<file path="src/acf_pkg.sv">
// Package with constants and types for the ALU condition flag register
// Function
// - Flag register readable; direct writes land only for ops that set no flags
// - Flag-affecting write to flags: flags win, result dropped
// - File clear on flags leaves 000u u1uu
// - Subtract drives carry and nibble carry as not-borrow
// - Bits seven to five ignore writes, read zero
// - Negative flag bit four follows result MSB
// - Signed wrap flag bit three marks sign overflow
// - Zero flag bit two set when result zero
// - Carry bit zero set on carry out of MSB
`default_nettype none
package acf_pkg;
  localparam int unsigned ACF_CARRY_BIT  = 0;      // Carry / not-borrow
  localparam int unsigned ACF_NIBBLE_BIT = 1;      // Nibble carry / not-borrow
  localparam int unsigned ACF_ZERO_BIT   = 2;      // Zero result
  localparam int unsigned ACF_WRAP_BIT   = 3;      // Signed wrap
  localparam int unsigned ACF_NEG_BIT    = 4;      // Negative result
  localparam logic [7:0]  ACF_IMPL_MASK  = 8'h1f;  // Implemented bits
  localparam logic [4:0]  ACF_RESET_VAL  = 5'h00;  // Flags after reset

  // ALU operations driven by the execution datapath
  typedef enum logic [3:0] {
    ACF_OP_ADD   = 4'h0,  // a + b
    ACF_OP_ADDC  = 4'h1,  // a + b + carry
    ACF_OP_SUB   = 4'h2,  // a - b
    ACF_OP_SUBB  = 4'h3,  // a - b - not carry
    ACF_OP_AND   = 4'h4,  // Logic, zero and negative only
    ACF_OP_IOR   = 4'h5,
    ACF_OP_XOR   = 4'h6,
    ACF_OP_CLR   = 4'h7,  // File clear, zero only
    ACF_OP_MOVE  = 4'h8,  // Moves, bit ops, swap: no flags
    ACF_OP_INC   = 4'h9,  // a + 1
    ACF_OP_DEC   = 4'ha   // a - 1
  } acf_op_e;

  // One instruction step from the execution datapath
  typedef struct packed {
    logic       valid;     // Instruction executes this cycle
    acf_op_e    op;        // Operation
    logic [7:0] opa;       // File operand
    logic [7:0] opb;       // Accumulator or literal
    logic       wr_en;     // Result goes to a file register
    logic       dst_flags; // Destination is the flag register
  } acf_instr_s;
endpackage : acf_pkg
`default_nettype wire

</file>
<file path="src/acf_alu_flags.sv">
// ALU with condition flag register
`timescale 1ns/1ps
`default_nettype none
module acf_alu_flags
  import acf_pkg::*;
(
  // Clock and reset
  input  wire logic       mclk,
  input  wire logic       sys_rst,
  // Instruction from datapath
  input  wire acf_instr_s instr,
  // Results
  output logic [7:0]      result,     // Combinational ALU result
  output logic            file_we,    // Write result to file
  output logic [7:0]      flags_rd    // Flag register read value
);
  // Flag storage and adder internals; the register holds only the five implemented bits,
  // so nothing has to be masked on the way in
  logic [4:0] flags_ff;      // Stored flags
  logic [4:0] nxt_flags;     // Next flags
  logic [8:0] sum;           // Nine-bit sum with carry
  logic [4:0] low;           // Low nibble sum
  logic [7:0] bop;           // Effective second operand
  logic       cin;           // Effective carry in
  logic       arith;         // Op updates C/DC/OV
  logic       upd_nz;        // Op updates N/Z
  logic       upd_z_only;    // File clear only sets zero

  // One adder serves add, subtract, increment and decrement, so the carry and wrap
  // logic below is shared and cannot drift apart between the four cases
  // Operand shaping: subtraction adds the complement, so carry means not-borrow
  always_comb begin
    bop   = instr.opb;
    cin   = 1'b0;
    arith = 1'b1;
    upd_nz = 1'b1;
    upd_z_only = 1'b0;
    case (instr.op)
      ACF_OP_ADD:  begin cin = 1'b0; end
      ACF_OP_ADDC: begin cin = flags_ff[ACF_CARRY_BIT]; end
      ACF_OP_SUB:  begin bop = ~instr.opb; cin = 1'b1; end
      ACF_OP_SUBB: begin bop = ~instr.opb; cin = flags_ff[ACF_CARRY_BIT]; end
      ACF_OP_INC:  begin bop = 8'h01; end
      ACF_OP_DEC:  begin bop = 8'hff; end
      ACF_OP_CLR:  begin arith = 1'b0; upd_nz = 1'b0; upd_z_only = 1'b1; end
      ACF_OP_MOVE: begin arith = 1'b0; upd_nz = 1'b0; end
      default:     begin arith = 1'b0; end
    endcase
  end

  // Adder and result mux
  always_comb begin
    sum = {1'b0, instr.opa} + {1'b0, bop} + {8'h00, cin};
    low = {1'b0, instr.opa[3:0]} + {1'b0, bop[3:0]} + {4'h0, cin};
    case (instr.op)
      ACF_OP_AND:  result = instr.opa & instr.opb;
      ACF_OP_IOR:  result = instr.opa | instr.opb;
      ACF_OP_XOR:  result = instr.opa ^ instr.opb;
      ACF_OP_CLR:  result = 8'h00;
      ACF_OP_MOVE: result = instr.opb;
      default:     result = sum[7:0];
    endcase
  end

  // Write to flags register is dropped when the op itself sets flags
  always_comb begin
    file_we = instr.valid & instr.wr_en & ~(instr.dst_flags & (arith | upd_nz | upd_z_only));
  end

  // Flag next-state
  // A direct write only lands for ops that touch no flag; otherwise the op's own
  // flag update wins and the computed result is thrown away for this register.
  // Flags an op does not name keep their stored value, which is what a clear relies on
  always_comb begin
    nxt_flags = flags_ff;
    if (instr.valid) begin
      if (instr.wr_en && instr.dst_flags && !(arith || upd_nz || upd_z_only)) begin
        nxt_flags = result[4:0];
      end
      if (upd_z_only) begin
        nxt_flags[ACF_ZERO_BIT] = 1'b1;
      end
      if (upd_nz) begin
        nxt_flags[ACF_NEG_BIT]  = result[7];
        nxt_flags[ACF_ZERO_BIT] = (result == 8'h00);
      end
      if (arith) begin
        nxt_flags[ACF_CARRY_BIT]  = sum[8];
        nxt_flags[ACF_NIBBLE_BIT] = low[4];
        nxt_flags[ACF_WRAP_BIT]   = (instr.opa[7] == bop[7]) && (sum[7] != instr.opa[7]);
      end
    end
  end

  // Flag register
  // Reset clears all five flags; software should not rely on any
  // particular value before its first flag-affecting instruction
  always_ff @(posedge mclk) begin
    if (sys_rst) begin
      flags_ff <= ACF_RESET_VAL;
    end else begin
      flags_ff <= nxt_flags;
    end
  end

  // Read: upper three bits are zero
  always_comb begin
    flags_rd = {3'h0, flags_ff} & ACF_IMPL_MASK;
  end

  // Checks
  // Every flag check on a taken instruction looks one edge after it and rebuilds the
  // expected value from the operands or the stored flags, never from the adder, so a broken adder trips them
  // Qualified instruction: reset masks out anything the datapath shows meanwhile
  logic arith_ok;
  assign arith_ok = instr.valid && !sys_rst;
endmodule : acf_alu_flags
`default_nettype wire

</file>
<file path="config.mk">
export PLATFORM = sky130hd
export DESIGN_NAME = acf_alu_flags
export DESIGN_NICKNAME = d
export VERILOG_FILES = /design/src/acf_pkg.sv /design/src/acf_alu_flags.sv
export SDC_FILE = /design/constraint.sdc
export NUM_CORES = 1
export LEC_CHECK = 0
export ABC_CLOCK_PERIOD_IN_PS = 6900
export BUFFER_PORTS_ARGS = -buffer_cell sky130_fd_sc_hd__buf_2
export CAP_MARGIN = 20
export CORE_ASPECT_RATIO = 0.75
export CORE_MARGIN = 2
export CORE_UTILIZATION = 58
export DETAILED_ROUTE_END_ITERATION = 10
export GPL_TIMING_DRIVEN = 0
export PLACE_DENSITY = 0.86
export RECOVER_POWER = 50
export SLEW_MARGIN = 20
export SYNTH_ARGS = -nofsm -noshare
export SYNTH_HDL_FRONTEND = slang
export SYNTH_SLANG_ARGS = --single-unit
</file>
<file path="constraint.sdc">
create_clock -name mclk -period 6.9 [get_ports mclk]
set_clock_uncertainty 0.05 [all_clocks]
set_input_delay 0.69 -clock mclk [delete_from_list [all_inputs] [get_ports mclk]]
set_output_delay 0.69 -clock mclk [all_outputs]
set_load 0.01 [all_outputs]
</file>
* Yosys cells after proc, flatten, opt, wreduce, memory -nomap -nowiden
Cells that the tools add are included.
** Storage, ports and cells
- Memory bits (read-only) :: 0
- Memories kept :: 0
- Input port bits :: 25
- Output and inout bits :: 17
- Bits in latches :: 0
- Bits in writable memories :: 0
- Register bits :: 5
- Word-level logic and storage cells :: 59
** Cells by class
- Bitwise operators :: 10
- Multiply operators :: 0
- Div/mod/pow operators :: 0
- Reductions and logical operators :: 16
- Mux-type cells :: 12
- Magnitude comparators :: 0
- Shift operators :: 0
- Equality and inequality tests :: 14
- Add/sub/neg operators :: 4
** Operators with widths (number)
- $pmux 8 s5 :: 1
- $pmux 8 s3 :: 1
- $eq 4x3->1 const B :: 4
- $eq 4x4->1 const B :: 3
- $add 8x8->9 :: 1
- $add 9x1->9 :: 1
- $and 8x8->8 :: 1
- $eq 4x2->1 const B :: 2
- $logic_not 8->1 :: 1
- $not 8->8 :: 1
- $or 8x8->8 :: 1
- $xor 8x8->8 :: 1
- $mux 1 :: 7
- $reduce_and 2->1 :: 3
- $reduce_or 2->1 :: 3
- $reduce_or 6->1 :: 1
- $add 4x4->5 :: 1
- $add 5x1->5 :: 1
- $mux 5 :: 1
- $eq 4x1->1 const B :: 1
- $logic_not 4->1 :: 1
- $and 1x1->1 :: 3
- $logic_and 1x1->1 :: 3
- $ne 3x1->1 const B :: 1
- 10 further kinds :: 12

* Logic depth before layout (Yosys ltp)
- Depth after elaboration :: 10
- Mapped depth :: 15

* Worst setup path before layout
Ideal clock, no wire load.
- Kind :: input-to-output
- From :: input port instr[19] (netlist name)
- To :: output port result[7]
- Cell stages on the path :: 13
- Data required time :: 6160 ps
- Buffers on the path :: 4
- Data arrival time :: 3382 ps
- Slack :: 2778 ps
- Cell sequence :: buf_2 buf_2 clkbuf_1 nor2b_1 clkbuf_1 nor2_1 a211oi_1 ha_1 a21oi_1 o21ai_0 a311oi_1 xnor2_1 o21a_1
** Between the ends
- Word-level cells in the longest chain between the ends :: 6
** RTL lines
- start: declaration :: RTL line acf_alu_flags.sv:11 : input wire acf_instr_s instr,
- $eq 4x2->1 :: RTL line acf_alu_flags.sv:38 : case (instr.op)
- $reduce_or 2->1 (no source line)
- $pmux 8 s3 :: RTL line acf_alu_flags.sv:38
- $add 8x8->9 :: RTL line acf_alu_flags.sv:53 : sum = {1'b0, instr.opa} + {1'b0, bop} + {8'h00, cin};
- $add 9x1->9 :: RTL line acf_alu_flags.sv:53
- $pmux 8 s5 (*) :: RTL line acf_alu_flags.sv:55 : case (instr.op)
- end: declaration :: RTL line acf_alu_flags.sv:13 : output logic [7:0] result,
Every way passes the cells marked *; elsewhere a longest branch is shown, timed or not.

* Worst setup path in the final report
Ends and elaborated chain as after synthesis.

==> impl_metrics.yaml <==
detailed_routing:
  wl_met3_microns: 505
  drcViolationCount: 0
  drtIter0Drc: 159
  highest_layer: "met4"
  wl_microns: 4570
  vias_per_cell: 6.03
  route.vias.total: 1803
  wl_met2_microns: 2000
  dr.pass1.iters: 5
  ant_nets: 0
  met1_length_microns: 2030
  post_drt_wl_per_cell_microns: 15.3
synth:
  ys_seq_elements: 5
  ys_seq_area_frac: 0.0620
  postSynthCellCount: 219
  yosys_most_used_dff: "dfxtp_1"
  synth_cell_types: 58
  syn_area_sq_um: 1610
  yosys_warnings: 0
  synth_async_sr_flop_share: 0
  syn-mean-instance-area_sq_um: 7.37
  synth-edff-count: 0
power_and_ir_drop:
  peakVddDrop_uv: 103
  p_leak_uw: 0.000871
  power_density_nw_per_um2: 127
die:
  initial_core_util: 0.615
  num_io_pins: 42
  core_sq_um: 2620
  rows: 16
  die_w_microns: 64.9
  die-area_sq_um: 3230
  die_y_microns: 49.7
finish:
  antenna_cells: 0
  regMostFlops: "flags_ff"
  final_cell_mix: "buf_2 (37), ha_1 (23), a21oi_1 (22)"
  fillers: 226
  largest_reg_flops: 5
  final_area_sq_um: 1890
  area.sequential_sq_um: 100
  layout_commonest_cell: "buf_2"
  utilization: 0.719
  synthToLayoutAreaGrowth_pct: 16.9
  multi_input_area_sq_um: 1360
  fin_nets: 314
  reg_top3: "flags_ff (5)"
  drive_gt1_frac: 0.202
critical_path:
  end_kind: "output port"
  worst-endpoint-arrival_ps: 4680
  startpoint_type: "primary input"
  critPathRequiredTime_ps: 6160
  reg2reg_from: "flags_ff[0]"
  critPathKind: "primary input to output port"
  cp_max_fo: 10
  worstSetupStartpoint: "instr[19]"
clocking:
  numCtsBuffers: 3
  cts_setup_buffers: 0
  cts-root-buf: "clkbuf_8"
  clockBufferDepth: 2
  cts_tree: "yes"
  cts.sinks: 5
  clk_latency_ps: 230
  clkTransAtPathRegs_ps: 40
  cts_hold_buffers: 0
  htree_levels: 1
  cts_resized: 0
timing:
  rsz0062_at_grt: "false"
  holdWs_ps: 433
  fin_ws_ps: 1480
  setup_viol_count_final: 0
  period_needed_ps: 5420
  worstMarginPinSlew_ps: 880
  final.setup.tns_ps: 0
  max_slew_margin: 0.412
  finalHoldViolations: 0
  max_freq_ghz: 0.185
  fin_crit_sh: 0.786
  drv_slew: 0
global_routing:
  grt_max_degree: 11
  antenna_found_initial: 0
  grt_usage: 0.295
  grt_pass1_vias: 1634
  grt_pass1_wl_microns: 7510
  overflow: 0
status:
  outcome: "completed"
placement:
  gp_congestion: 0.942
  io_buffers: 38
  dpl.hpwl_microns: 3540
  dpl_cell_area_sq_um: 1860
  dp_worst_setup_slack_ps: 1910
flow_run:
  maxCapViolCount: 0
hold_path:
  hold_path_class: "register to register"
  min_from: "flags_ff[0]"
[power by group]
group,internal [uW],leakage [uW],switching (uW)
clock network,39.9,0.0000228,16.8
registers,31.5,0.0000411,1.27
logic,62.7,0.000807,88.1
total,134,0.000871,106
[layout make-up]
| class | count | area share |
|---|---|---|
| plain buffers | 16 | 0.0405 |
| repair buffers | 38 | 0.0975 |
| inverters | 20 | 0.0398 |
| clock buffers | 4 | 0.0239 |
| flip-flops and latches | 5 | 0.0531 |
| well taps | 36 | 0.0239 |
| multi-input cells | 180 | 0.721 |
[critical path, cell delays in order]
cell      delay, ps
buf_2           130
clkbuf_1        390
clkbuf_1        390
clkbuf_1        430
nor2b_1         190
clkbuf_1        410
nor2_1           80
a211oi_1        240
ha_1            310
a21oi_1         170
o21ai_0         220
a311oi_1        520
xnor2_1         180
o21a_1          200
buf_2           130
[synthesized netlist by cell type (2+ instances only)]
cell type	n	area (sq um)
or2_2	2	12.5
dfxtp_1	5	100
clkbuf_1	6	22.5
ha_1	23	288
nand2_1	6	22.5
or3_1	2	12.5
mux2i_1	4	40.0
nand2b_1	6	37.5
nor3_1	3	15.0
a211oi_1	10	75.1
nand4b_1	2	17.5
and2_1	3	18.8
xnor2_1	5	43.8
nor2b_1	5	31.3
buf_2	7	35.0
a31oi_1	3	18.8
a21oi_1	22	110
o21ai_0	9	45.0
a32oi_1	2	17.5
o21a_1	4	30.0
inv_1	20	75.1
nand3_1	4	20.0
fa_1	2	40.0
buf_4	3	22.5
nor2_1	17	63.8
nor4_1	2	12.5
o32a_1	4	40.0
a22oi_1	2	15.0
a21o_1	2	15.0
o221ai_1	2	17.5
nand3b_1	3	22.5
nor3b_1	3	22.5
[routing by layer]
layer	GRT usage	vias to the layer above
li1	-	897
met1	0.433	789
met2	0.443	111
met3	0.0731	6
met4	0.0426	0
met5	0	-
[kinds of logic after synthesis]
logic type,share of synthesized area
compound gates,0.323
simple gates,0.261
buf+inv,0.0961
fa+ha+maj,0.203
xor+xnor,0.0271
flops,0.0620
mux,0.0248
other cells,0.00232
[path summary, 6_finish.rpt]
| path | end | slack [ps] | depth (start not counted) |
|---|---|---|---|
| worst max-delay path | result[7] | 1480 | 15 |
| worst min-delay path | flags_ff[0] | 430 | 2 |
| worst max register to register | flags_ff[2] | 3660 | 10 |
| worst min register to register | flags_ff[0] | 430 | 2 |
[stage by stage]
| stage | total power, uW | cells |
|---|---|---|
| CTS | 239 | 299 |
| detailed placement | 181 | 295 |
| floorplan | 134 | 221 |
| global route | 258 | 299 |
| global placement | 178 | 295 |
| finish | 240 | 299 |
No activity file was read; power rests on OpenSTA's default activity.
